<file path="src/hdl/ifph_pkg.sv">
// Constants and carrier types for the attenuation telecommand handler.
// Assumes a 20 MHz instrument clock and 16-bit telecommand words.
package ifph_pkg;

	// Clock and timing.
	localparam int CLK_PERIOD_NS = 50;
	localparam int PON_DELAY_NS  = 1000;
	localparam int PON_CYC_INT   = (PON_DELAY_NS + CLK_PERIOD_NS - 1) / CLK_PERIOD_NS;
	localparam logic [7:0] PON_CYC = 8'(PON_CYC_INT);

	// Expected packet words; the packet is seven 16-bit words.
	localparam logic [2:0]  LAST_IDX      = 3'h6;
	localparam logic [15:0] HDR_WORD0     = 16'h1C7C;
	localparam logic [15:0] SEQ_MASK      = 16'hF800;
	localparam logic [15:0] SEQ_WORD1     = 16'hC000;
	localparam logic [15:0] LEN_WORD2     = 16'h0007;
	localparam logic [15:0] DFH_WORD3     = 16'h11C0;
	localparam logic [15:0] SUB_WORD4     = 16'h0400;
	localparam logic [15:0] DATA_HI_MASK  = 16'hFFF0;
	localparam logic [15:0] CRC_INIT      = 16'hFFFF;
	localparam logic [15:0] CRC_POLY      = 16'h1021;

	// Attenuation setting and control word layout.
	localparam logic [3:0]  HELD_RESET    = 4'h3;
	localparam logic [11:0] CTRL_WORD_LOC = 12'h2BC;
	localparam int CW_B0 = 6;
	localparam int CW_B1 = 7;
	localparam int CW_B2 = 13;
	localparam int CW_B3 = 14;
	localparam int RB_B0 = 9;
	localparam int RB_B1 = 8;
	localparam int RB_B2 = 2;
	localparam int RB_B3 = 1;

	// Wishbone register byte offsets.
	localparam logic [7:0] REG_CTRL   = 8'h00;
	localparam logic [7:0] REG_STATUS = 8'h04;
	localparam logic [7:0] REG_CWORD  = 8'h08;
	localparam logic [7:0] REG_RBACK  = 8'h0C;
	localparam logic [7:0] REG_COUNT  = 8'h10;
	localparam int CTRL_PWR_BIT = 0;

	typedef struct packed {
		logic        valid;
		logic        last;
		logic [15:0] data;
	} ifph_tc_t;

	typedef struct packed {
		logic        cyc;
		logic        stb;
		logic        we;
		logic [7:0]  adr;
		logic [3:0]  sel;
		logic [31:0] dat;
	} ifph_wb_req_t;

	typedef struct packed {
		logic        ack;
		logic [31:0] dat;
	} ifph_wb_rsp_t;

	typedef enum logic [1:0] {
		ST_IDLE  = 2'b00,
		ST_SHUT  = 2'b01,
		ST_APPLY = 2'b11,
		ST_CAL   = 2'b10
	} ifph_state_t;

endpackage

</file>
<file path="src/hdl/ifph_crc16.sv">
// Running 16-bit error-control checksum over telecommand words.
// Assumes the caller clears it after each packet's final word.
`timescale 1ns/1ns
`default_nettype none
module ifph_crc16 (
	input  wire logic        clk_i,
	input  wire logic        rst_i,
	input  wire logic        clear_i,
	input  wire logic        en_i,
	input  wire logic [15:0] data_i,
	output logic      [15:0] crc_o
);
	import ifph_pkg::*;

	logic [15:0] crc_q;
	logic [15:0] crc_d;

	// One word folds in MSB first; clear has priority so a new packet starts clean.
	always_comb begin
		logic [15:0] c;
		c = crc_q;
		for (int i = 15; i >= 0; i--) begin
			if (c[15] ^ data_i[i]) begin
				c = {c[14:0], 1'b0} ^ CRC_POLY;
			end else begin
				c = {c[14:0], 1'b0};
			end
		end
		crc_d = crc_q;
		if (clear_i) begin
			crc_d = CRC_INIT;
		end else if (en_i) begin
			crc_d = c;
		end
	end

	// Register stage.
	always_ff @(posedge clk_i) begin
		if (rst_i) begin
			crc_q <= CRC_INIT;
		end else begin
			crc_q <= crc_d;
		end
	end

	assign crc_o = crc_q;
endmodule
`default_nettype wire

</file>
<file path="src/hdl/ifph_handler.sv">
// Attenuation telecommand handler: checks packets, holds the setting, drives the four control bits.
// Assumes a telecommand word stream, a shutdown handshake from the executive, and a Wishbone master.
//
// Local design decisions: the Wishbone slave port and the address map.
`timescale 1ns/1ns
`default_nettype none
module ifph_handler #(
	parameter logic [7:0] PON_CYCLES = ifph_pkg::PON_CYC
) (
	input  wire logic                   clk_i,
	input  wire logic                   rst_i,
	input  wire ifph_pkg::ifph_tc_t     tc_i,
	output logic                        tc_ready_o,
	input  wire logic                   shutdown_done_i,
	output logic                        shutdown_req_o,
	output logic                        cal_start_o,
	output logic                        accept_o,
	output logic                        reject_o,
	output logic [3:0]                  atten_o,
	output logic [15:0]                 ctrl_word_o,
	output logic [15:0]                 readback_o,
	input  wire ifph_pkg::ifph_wb_req_t wb_i,
	output var ifph_pkg::ifph_wb_rsp_t  wb_o
);
	import ifph_pkg::*;

	ifph_state_t state_q, state_d;
	logic [2:0]  idx_q, idx_d;
	logic        bad_q, bad_d;
	logic [3:0]  val_q, val_d;
	logic [3:0]  held_q, held_d;
	logic [3:0]  out_q, out_d;
	logic        pwr_q, pwr_d;
	logic [7:0]  pon_q, pon_d;
	logic        cal_q, cal_d;
	logic        acc_q, acc_d;
	logic        rej_q, rej_d;
	logic [7:0]  nacc_q, nacc_d;
	logic [7:0]  nrej_q, nrej_d;
	logic        ack_q, ack_d;
	logic [31:0] rdat_q, rdat_d;
	logic        take;
	logic        word_ok;
	logic        good;
	logic        pon_fire;
	logic        wb_req;
	logic        wr_ctrl;
	logic [15:0] crc;

	// Checksum runs over every word but the last; the last word is compared against it.
	ifph_crc16 u_crc (
		.clk_i   (clk_i),
		.rst_i   (rst_i),
		.clear_i (take && tc_i.last),
		.en_i    (take && !tc_i.last),
		.data_i  (tc_i.data),
		.crc_o   (crc)
	);

	// Words are refused while a mode change runs, so a second command cannot race the first.
	assign tc_ready_o = (state_q == ST_IDLE);
	assign take       = tc_i.valid && tc_ready_o;

	// Per-word field check against the fixed packet image.
	always_comb begin
		case (idx_q)
			3'h0:    word_ok = (tc_i.data == HDR_WORD0);
			3'h1:    word_ok = ((tc_i.data & SEQ_MASK) == SEQ_WORD1);
			3'h2:    word_ok = (tc_i.data == LEN_WORD2);
			3'h3:    word_ok = (tc_i.data == DFH_WORD3);
			3'h4:    word_ok = (tc_i.data == SUB_WORD4);
			3'h5:    word_ok = ((tc_i.data & DATA_HI_MASK) == 16'h0000);
			3'h6:    word_ok = (tc_i.data == crc);
			default: word_ok = 1'b0;
		endcase
	end

	assign good = take && tc_i.last && !bad_q && word_ok && (idx_q == LAST_IDX);

	// Packet parser; a short, long or mismatching packet is dropped at its last word.
	always_comb begin
		idx_d = idx_q;
		bad_d = bad_q;
		val_d = val_q;
		acc_d = 1'b0;
		rej_d = 1'b0;
		if (take) begin
			if (tc_i.last) begin
				idx_d = 3'h0;
				bad_d = 1'b0;
				acc_d = good;
				rej_d = !good;
			end else begin
				if (!word_ok) begin
					bad_d = 1'b1;
				end
				if (idx_q == 3'h5) begin
					val_d = tc_i.data[3:0];
				end
				if (idx_q != 3'h7) begin
					idx_d = idx_q + 3'h1;
				end
			end
		end
	end

	assign pon_fire = pwr_q && (pon_q == 8'h01);

	// Held setting, mode change sequencer and output bits.
	always_comb begin
		state_d = state_q;
		held_d  = held_q;
		out_d   = out_q;
		cal_d   = 1'b0;
		pon_d   = pon_q;
		if (good) begin
			held_d = val_q;
			if (pwr_q) begin
				state_d = ST_SHUT;
			end else begin
				cal_d = 1'b1;
			end
		end
		case (state_q)
			ST_IDLE: begin
			end
			ST_SHUT: begin
				if (shutdown_done_i) begin
					state_d = ST_APPLY;
				end
			end
			ST_APPLY: begin
				if (pwr_q) begin
					out_d = held_q;
				end
				state_d = ST_CAL;
			end
			ST_CAL: begin
				cal_d   = 1'b1;
				state_d = ST_IDLE;
			end
			default: begin
				state_d = ST_IDLE;
			end
		endcase
		// Power-on waits for the supply to settle before loading the bits.
		if (pwr_d && !pwr_q) begin
			pon_d = PON_CYCLES;
		end else if (pon_q != 8'h00) begin
			pon_d = pon_q - 8'h01;
		end
		if (pon_fire) begin
			out_d = held_q;
		end
		// The bits are never floated, so an unpowered spectrometer must see zeros.
		if (!pwr_q) begin
			out_d = 4'h0;
			pon_d = (pwr_d) ? PON_CYCLES : 8'h00;
		end
	end

	// Wishbone classic slave: ack one cycle after the strobe, write lands on the ack edge.
	assign wb_req  = wb_i.cyc && wb_i.stb;
	assign wr_ctrl = wb_req && ack_q && wb_i.we && wb_i.sel[0] && (wb_i.adr == REG_CTRL);

	always_comb begin
		ack_d  = wb_req && !ack_q;
		pwr_d  = pwr_q;
		nacc_d = nacc_q + {7'h00, acc_q};
		nrej_d = nrej_q + {7'h00, rej_q};
		rdat_d = rdat_q;
		if (wr_ctrl) begin
			pwr_d = wb_i.dat[CTRL_PWR_BIT];
		end
		if (wb_req && !ack_q) begin
			case (wb_i.adr)
				REG_CTRL:   rdat_d = {31'h0, pwr_q};
				REG_STATUS: rdat_d = {20'h0, tc_ready_o, state_q, pwr_q, out_q, held_q};
				REG_CWORD:  rdat_d = {4'h0, CTRL_WORD_LOC, ctrl_word_o};
				REG_RBACK:  rdat_d = {16'h0, readback_o};
				REG_COUNT:  rdat_d = {16'h0, nrej_q, nacc_q};
				default:    rdat_d = 32'h0;
			endcase
		end
	end

	// Register stage; reset starts with the spectrometer off.
	always_ff @(posedge clk_i) begin
		if (rst_i) begin
			state_q <= ST_IDLE;
			idx_q   <= 3'h0;
			bad_q   <= 1'b0;
			val_q   <= 4'h0;
			held_q  <= HELD_RESET;
			out_q   <= 4'h0;
			pwr_q   <= 1'b0;
			pon_q   <= 8'h00;
			cal_q   <= 1'b0;
			acc_q   <= 1'b0;
			rej_q   <= 1'b0;
			nacc_q  <= 8'h00;
			nrej_q  <= 8'h00;
			ack_q   <= 1'b0;
			rdat_q  <= 32'h0;
		end else begin
			state_q <= state_d;
			idx_q   <= idx_d;
			bad_q   <= bad_d;
			val_q   <= val_d;
			held_q  <= held_d;
			out_q   <= out_d;
			pwr_q   <= pwr_d;
			pon_q   <= pon_d;
			cal_q   <= cal_d;
			acc_q   <= acc_d;
			rej_q   <= rej_d;
			nacc_q  <= nacc_d;
			nrej_q  <= nrej_d;
			ack_q   <= ack_d;
			rdat_q  <= rdat_d;
		end
	end

	// Scattered placement of the attenuation bits; a value n reads as n dB down.
	always_comb begin
		ctrl_word_o        = 16'h0000;
		ctrl_word_o[CW_B0] = out_q[0];
		ctrl_word_o[CW_B1] = out_q[1];
		ctrl_word_o[CW_B2] = out_q[2];
		ctrl_word_o[CW_B3] = out_q[3];
		readback_o         = 16'h0000;
		readback_o[RB_B0]  = ctrl_word_o[CW_B0];
		readback_o[RB_B1]  = ctrl_word_o[CW_B1];
		readback_o[RB_B2]  = ctrl_word_o[CW_B2];
		readback_o[RB_B3]  = ctrl_word_o[CW_B3];
	end

	assign atten_o        = out_q;
	assign shutdown_req_o = (state_q == ST_SHUT);
	assign cal_start_o    = cal_q;
	assign accept_o       = acc_q;
	assign reject_o       = rej_q;
	assign wb_o           = '{ack: ack_q, dat: rdat_q};

	// Checks on the sequencing and the output bits.
	localparam int A_PON_MAX = 40;
endmodule
`default_nettype wire

</file>
<file path="config.mk">
export PLATFORM = sky130hd
export DESIGN_NAME = ifph_handler
export DESIGN_NICKNAME = d
export VERILOG_FILES = /design/src/hdl/ifph_pkg.sv /design/src/hdl/ifph_crc16.sv /design/src/hdl/ifph_handler.sv
export SDC_FILE = /design/constraint.sdc
export NUM_CORES = 1
export LEC_CHECK = 0
export BUFFER_PORTS_ARGS = -buffer_cell sky130_fd_sc_hd__buf_2
export CORE_UTILIZATION = 30
export DETAILED_ROUTE_END_ITERATION = 10
export PLACE_DENSITY = 0.58
export SYNTH_ARGS = -nofsm -noshare
export SYNTH_HDL_FRONTEND = slang
export SYNTH_HIERARCHICAL = 1
export SYNTH_SLANG_ARGS = --single-unit
</file>
<file path="constraint.sdc">
create_clock -name clk_i -period 2.7 [get_ports clk_i]
set_input_delay 0.54 -clock clk_i [delete_from_list [all_inputs] [get_ports clk_i]]
set_output_delay 0.54 -clock clk_i [all_outputs]
set_load 0.01 [all_outputs]
</file>
==> results of run 1 <==
## final cells by class
class                           instances  area (sq um)
Sequential cell                        80          1603
Clock inverter                          7         106.4
Clock buffer                            9         225.2
Fill cell                            1672         10180
Tap cell                              216         270.3
Inverter                               16         60.06
Timing Repair Buffer                   95         534.3
Multi-Input combinational cell        440          2902
## cell families (layout without fill, tap and decap cells)
| kind of cell | after synthesis | count (layout) | share of synthesized area [%] |
|---|---|---|---|
| AND/OR/NAND/NOR | 212 | 212 | 21.74 |
| AO/OA/AOI/OAI | 100 | 100 | 13.67 |
| buffers and inverters | 85 | 127 | 10.90 |
| flip-flops | 80 | 80 | 32.90 |
| XOR/XNOR | 64 | 64 | 13.88 |
| multiplexers | 17 | 17 | 3.495 |
| adder cells (fa/ha/maj) | 13 | 13 | 3.341 |
| other | 1 | 34 | 0.07703 |
## report_power, final
part	total (mW)	internal, mW	switching, mW
sequential	1.40	1.28	0.123
clock	1.36	0.830	0.534
combinational	1.81	0.950	0.859
## per-stage QoR
stage / area (sq um) / power, mW / hold WS (ns) / worst slack, ns / std cells
after detailed placement: 5329 / 3.232 / 0.4461 / 0.02069 / 847
after global routing: 5700 / 4.846 / 0.4779 / 0.004076 / 863
after global placement: 5329 / 3.221 / 0.4450 / 0.01210 / 847
after floorplan: 4992 / 2.901 / 0.4373 / 0.1793 / 605
final: 5700 / 4.573 / 0.4493 / 0.1462 / 863
after CTS: 5662 / 4.624 / 0.4518 / 0.06693 / 863
## registers in the layout (all words and copies together), names as in the netlist
signal	cells
rdat_q	17
accept_o	1
ack_q	1
u_crc/crc_o	16
pon_q	8
cal_start_o	1
reject_o	1
nrej_q	8
idx_q	3
held_q	4
pwr_q	1
val_q	4
atten_o	4
state_q	2
bad_q	1
nacc_q	8
## metal layers
| metal | global-route usage [%] | vias up | routed length, um |
|---|---|---|---|
| li1 | - | 2061 | - |
| met1 | 19.57 | 1849 | 5672 |
| met2 | 21.54 | 170 | 5040 |
| met3 | 3.303 | 13 | 803 |
| met4 | 3.322 | 0 | 136 |
| met5 | 0 | - | 0 |
## what timing repair did
item / 4_1_cts / 5_1_grt
endpoints found under the setup margin: 4 / 8
resized for setup: 1 / 8
pin swaps: 0 / 2
hold endpoints to repair: 0 / 0
## final timing paths
path | to | start
worst max register to register | held_q[2] | idx_q[0]
worst min register to register | rdat_q[15] | rdat_q[15]
worst min-delay path | rdat_q[15] | rdat_q[15]
worst max-delay path | held_q[2] | idx_q[0]
## worst max-delay path, stage by stage, from the launching register on
cell	delay (ns)
dfxtp_1	0.31
buf_4	0.15
ha_2	0.21
ha_1	0.27
a31oi_2	0.19
a211oi_1	0.07
a21o_1	0.16
a211o_2	0.29
nor4_4	0.36
o21a_2	0.29
mux2i_1	0.19
## placed cells by master, fill, tap and decap left out, drive strengths merged, types with 4 or more instances in the layout
cell type	instances
and3	8
nor4	8
a222oi	4
ha	13
a21oi	26
nor3	22
clkbuf	9
a211oi	4
xnor3	6
nand3	16
nand2	46
a31oi	8
a221oi	6
xnor2	40
nand3b	4
o21ai	24
dfxtp	80
buf	95
mux2i	17
xor2	18
nor2	70
nor2b	7
nand2b	5
conb	34
inv	20
==> flow_metrics.env, run 1 <==
export IMPL_status="completed"
export IMPL_num_rows=46
export IMPL_viasPerCell=4.743
export IMPL_fin_skew_ns=0.009123
export IMPL_startpoint_type="flip-flop"
export IMPL_place_gp_congestion=0.8714
export IMPL_arrival_ns=2.82
export IMPL_vias=4093
export IMPL_p_leak_nw=2.397
export IMPL_synth_top_area_share_pct=32.90
export IMPL_wirelength_um=11650
export IMPL_area_delta_synth_final_pct=17.09
export IMPL_fin_nets=723
export IMPL_yosys_top_cells_area="dfxtp_1 33%, buf_4 7.4%, xnor2_1 6.5%, nor2_1 5.4%, mux2i_1 3.5%"
export IMPL_maxCapViolations=0
export IMPL_period_share_pct=94.59
export IMPL_io_pins=142
export IMPL_portBuffers=73
export IMPL_hold_viol=0
export IMPL_syn_mean_instance_area_sq_um=8.511
export IMPL_die_area_sq_um=16740
export IMPL_start_util_pct=30.65
export IMPL_fp_dieH_um=129.4
export IMPL_ys_seq_elements=80
export IMPL_synth_flop_cell="dfxtp_1"
export IMPL_crit_type="flip-flop to flip-flop"
export IMPL_synth_seq_area_share_pct=32.90
export IMPL_grt_util_all_layers_pct=13.97
export IMPL_drtAntennaViolNets=0
export IMPL_clk_path_buf_depth=2
export IMPL_grt_pass1_vias=3517
export IMPL_synth_top_area_cell="dfxtp_1"
export IMPL_slew_headroom_pct=65.08
export IMPL_antenna_found_initial=0
export IMPL_cts_made_buffers=9
export IMPL_h_tree_depth=3
export IMPL_clockRootBuffer="clkbuf_16"
export IMPL_hp_class="flip-flop to flip-flop"
export IMPL_yosys_cell_types_count=66
export IMPL_max_freq_mhz=391.6
export IMPL_fin_util_pct=35.89
export IMPL_setup_violations=0
export IMPL_cts_sinks=80
export IMPL_synthTopCellsByCount="80 x dfxtp_1, 70 x nor2_1, 48 x buf_4, 45 x nand2_1, 36 x xnor2_1"
export IMPL_wl_per_cell_um=13.50
export IMPL_n_antenna_cell=0
export IMPL_peakVddDrop_mv=0.6862
export IMPL_dr_pass1_iters=6
export IMPL_worst_slew_pin_slew_ns=0.5189
export IMPL_yosys_warnings=6
export IMPL_drtIter0Drc=283
export IMPL_core_area_sq_um=15890
export IMPL_hold_buffers=0
export IMPL_final_max_slew_viol_count=0
export IMPL_grt_overflow_total=0
export IMPL_synth_edff_count=0
export IMPL_synthArstFlopShare_pct=0
export IMPL_postCtsSetupBuffers=0
export IMPL_grt_pass1_wl_um=18140
export IMPL_power_density_nw_per_um2=802.1
export IMPL_rrSetupSlack_ns=0.15
export IMPL_synth_area_sq_um=4868
export IMPL_synth_most_common_cell="dfxtp_1"
export IMPL_fin_crit_ns=2.554
export IMPL_r2r_cells=10
export IMPL_grt_max_degree=48
export IMPL_rsz0062_at_grt="false"
export IMPL_critPathCaptureType="flip-flop"
export IMPL_finalSetupTns_ns=0
export IMPL_cp_max_fo=6
export IMPL_drive_gt1_share_pct=20.71
export IMPL_worstPathRequired_ns=2.96
export IMPL_postSynthCellCount=572
export IMPL_die_w_um=129.4
export IMPL_path_clk_slew_ns=0.07
export IMPL_cts_tree="done"
export IMPL_drc_errors=0
export IMPL_hold_depth=2
export IMPL_clock_latency_ns=0.34
export IMPL_hpwlAfterDp_um=8632
Note: power is estimated with default switching activity, not from simulation.
==> inputs of run 2 (changes only) <==
ABC_AREA = 1   (was default)
PLACE_DENSITY = 0.59   (was 0.58)
clock period = 2.3 ns   (was 2.7 ns; I/O delays follow)
==> run 2 against run 1 <==
Against the previous run: highest routed layer unchanged; largest cell class unchanged; first-iteration DRC count rose by 8.1%; cell count is 23% higher; sequential power up 3%; sequential cell count stayed put; critical path type unchanged; register-to-register slack got worse by 0.02 ns; clock skew rose by 0.00085 ns.
==> flow_metrics.env, run 2 <==
export IMPL_critPathCaptureType="flip-flop"
export IMPL_viasPerCell=4.522
export IMPL_dr_pass1_iters=4
export IMPL_final_cell_mix="185 x nand2_1, 87 x inv_1, 80 x dfxtp_1"
export IMPL_clock_latency_ns=0.35
export IMPL_antenna_found_initial=0
export IMPL_crit_family="simple AND/OR/NAND/NOR gates"
export IMPL_crit_type="flip-flop to flip-flop"
export IMPL_clk_path_buf_depth=2
export IMPL_syn_mean_instance_area_sq_um=6.773
export IMPL_grt_pass1_wl_um=21730
export IMPL_synth_seq_area_share_pct=30.71
export IMPL_synth_area_sq_um=5215
export IMPL_n_antenna_cell=0
export IMPL_ys_seq_elements=80
export IMPL_slowest_stage="dfxtp_1"
export IMPL_slew_headroom_pct=51.31
export IMPL_synthArstFlopShare_pct=0
export IMPL_fin_skew_ns=0.009974
export IMPL_synthTopCellsByCount="185 x nand2_1, 88 x inv_1, 80 x dfxtp_1, 61 x nor2_1, 58 x a21oi_1"
export IMPL_fp_dieH_um=133.8
export IMPL_startpoint_type="flip-flop"
export IMPL_maxCapViolations=0
export IMPL_drive_gt1_share_pct=19.29
export IMPL_power_density_nw_per_um2=587.0
export IMPL_yosys_cell_types_count=46
export IMPL_yosys_warnings=6
export IMPL_final_max_slew_viol_count=0
export IMPL_peakVddDrop_mv=0.3765
export IMPL_yosys_top_cells_area="dfxtp_1 31%, nand2_1 13%, buf_4 7.2%, inv_1 6.3%, a21oi_1 5.6%"
export IMPL_synth_top_area_share_pct=30.71
export IMPL_cp_num_buf_inv=3
export IMPL_io_pins=142
export IMPL_num_rows=47
export IMPL_postSynthCellCount=770
export IMPL_hold_viol=0
export IMPL_hpwlAfterDp_um=9871
export IMPL_largest_register_ff_count=17
export IMPL_wl_per_cell_um=12.20
export IMPL_h_tree_depth=3
export IMPL_total_power_mw=3.491
export IMPL_wirelength_um=12990
export IMPL_status="completed"
export IMPL_path_clk_slew_ns=0.07
export IMPL_fill_cells=1858
export IMPL_grt_max_degree=33
export IMPL_core_area_sq_um=16760
export IMPL_die_w_um=133.8
export IMPL_synth_edff_count=0
export IMPL_arrival_ns=2.44
export IMPL_die_area_sq_um=17910
export IMPL_cts_made_buffers=9
export IMPL_finalSetupTns_ns=0
export IMPL_max_freq_mhz=460.3
export IMPL_worstPathRequired_ns=2.57
export IMPL_synth_flop_cell="dfxtp_1"
export IMPL_synth_top_area_cell="dfxtp_1"
export IMPL_fin_nets=921
export IMPL_drc_errors=0
export IMPL_place_gp_congestion=0.8360
export IMPL_top_register="rdat_q"
export IMPL_grt_util_all_layers_pct=15.27
export IMPL_mostFrequentLayoutCell="nand2_1"
export IMPL_worst_slew_pin_slew_ns=0.7295
export IMPL_cts_sinks=80
export IMPL_drtAntennaViolNets=0
export IMPL_drtIter0Drc=306
export IMPL_fin_crit_ns=2.172
export IMPL_period_share_pct=94.45
export IMPL_start_util_pct=31.12
export IMPL_worstPathCellList="buf_4 -> ha_1 -> ha_1 -> inv_1 -> o21ai_1 -> nand3b_1 -> nand2_1 -> nor2_1 -> nand3_2 -> o21bai_4 -> buf_4 -> nand3_2 -> a21oi_1"
export IMPL_portBuffers=73
export IMPL_vias=4816
export IMPL_grt_pass1_vias=4373
export IMPL_hp_class="input port to flip-flop"
export IMPL_cts_tree="done"
export IMPL_clockRootBuffer="clkbuf_16"
export IMPL_max_stage_delay_ns=0.33
export IMPL_p_leak_nw=2.766
export IMPL_cp_max_fo=5
export IMPL_grt_overflow_total=0
export IMPL_area_delta_synth_final_pct=14.04
export IMPL_setup_violations=0
export IMPL_synth_most_common_cell="nand2_1"
==> run 2: changes by cell type in the layout (fill, tap and decap cells not counted), moves of 7 or more <==
cell	change
nor3_1	-8
nand2_2	+21
nand3_1	+36
nand4_1	+7
xnor2_1	-25
nor2b_1	-7
nor2_1	-9
a21oi_1	+32
inv_1	+72
mux2i_1	-17
nand2_1	+140
nand2_4	+11
==> run 2: what timing repair did <==
| item | in CTS | in global routing |
|---|---|---|
| buffers inserted | 0 | 4 |
| gates resized for setup | 0 | 6 |
| endpoints found under the setup margin | 0 | 9 |
| hold buffers | 0 | 0 |
==> run 2: layer usage <==
layer | share of wire [%] | global-route usage [%] | up-vias
met2 | 46 | 24.90 | 111
met3 | 5.1 | 3.704 | 10
li1 | - | - | 2525
met1 | 48 | 20.07 | 2170
met5 | 0 | 0 | -
met4 | 0.95 | 3.914 | 0
==> run 2: where the power goes <==
group          switching [mW]  internal [mW]  total [mW]
logic                   0.429          0.221       0.651
clock network           0.623          0.774        1.40
registers              0.0320           1.41        1.44
==> run 2: worst reg2reg max path, cell delays in order (launching register included) <==
cell and delay [ns]:
dfxtp_1 0.33, buf_4 0.15, ha_1 0.23, ha_1 0.19, inv_1 0.09, o21ai_1 0.09
nand3b_1 0.08, nand2_1 0.06, nor2_1 0.18, nand3_2 0.11, o21bai_4 0.20, buf_4 0.15
nand3_2 0.05, a21oi_1 0.18
==> run 2: layout make-up <==
cell class / count / area [sq um] / area share [%]
inverter: 98 / 377.9 / 6.354
tap: 220 / 275.3 / 4.629
timing repair buffer: 90 / 493.0 / 8.290
multi-input combinational: 561 / 2913 / 48.98
clock inverter: 6 / 47.55 / 0.7995
clock buffer: 10 / 239.0 / 4.019
sequential: 80 / 1602 / 26.93
==> run 2: cells by family (layout without fill, tap and decap cells) <==
kind of cell / count (synthesis) / after routing / synth area share (%)
fa+ha+maj: 13 / 13 / 3.119
xor+xnor: 26 / 26 / 4.511
buf+inv: 162 / 204 / 16.05
other cells: 1 / 34 / 0.07191
compound gates: 112 / 112 / 11.90
flops: 80 / 80 / 30.71
simple gates: 376 / 376 / 33.64
==> run 2: path summary, 6_finish.rpt <==
check	startpoint	endpoint	slack (ns)	cells past startpoint
min	wb_i[0]	pwr_q	0.36	3
max	idx_q[0]	cal_start_o	0.13	13
max reg2reg	idx_q[0]	cal_start_o	0.13	13
min reg2reg	rdat_q[15]	rdat_q[15]	0.46	2
==> run 2: per-stage QoR <==
stage / instances / util (%) / cell area (sq um) / setup slack, ns / hold WS (ns)
detailed placement: 1045 / 33.51 / 5617 / 0.04721 / 0.4569
global placement: 1045 / 33.51 / 5617 / 0.08179 / 0.4511
global route: 1065 / 35.48 / 5947 / -0.006556 / 0.3908
finish: 1065 / 35.48 / 5947 / 0.1277 / 0.3645
CTS: 1061 / 35.22 / 5903 / 0.03328 / 0.3532
floorplan: 803 / - / 5339 / 0.3198 / 0.4439
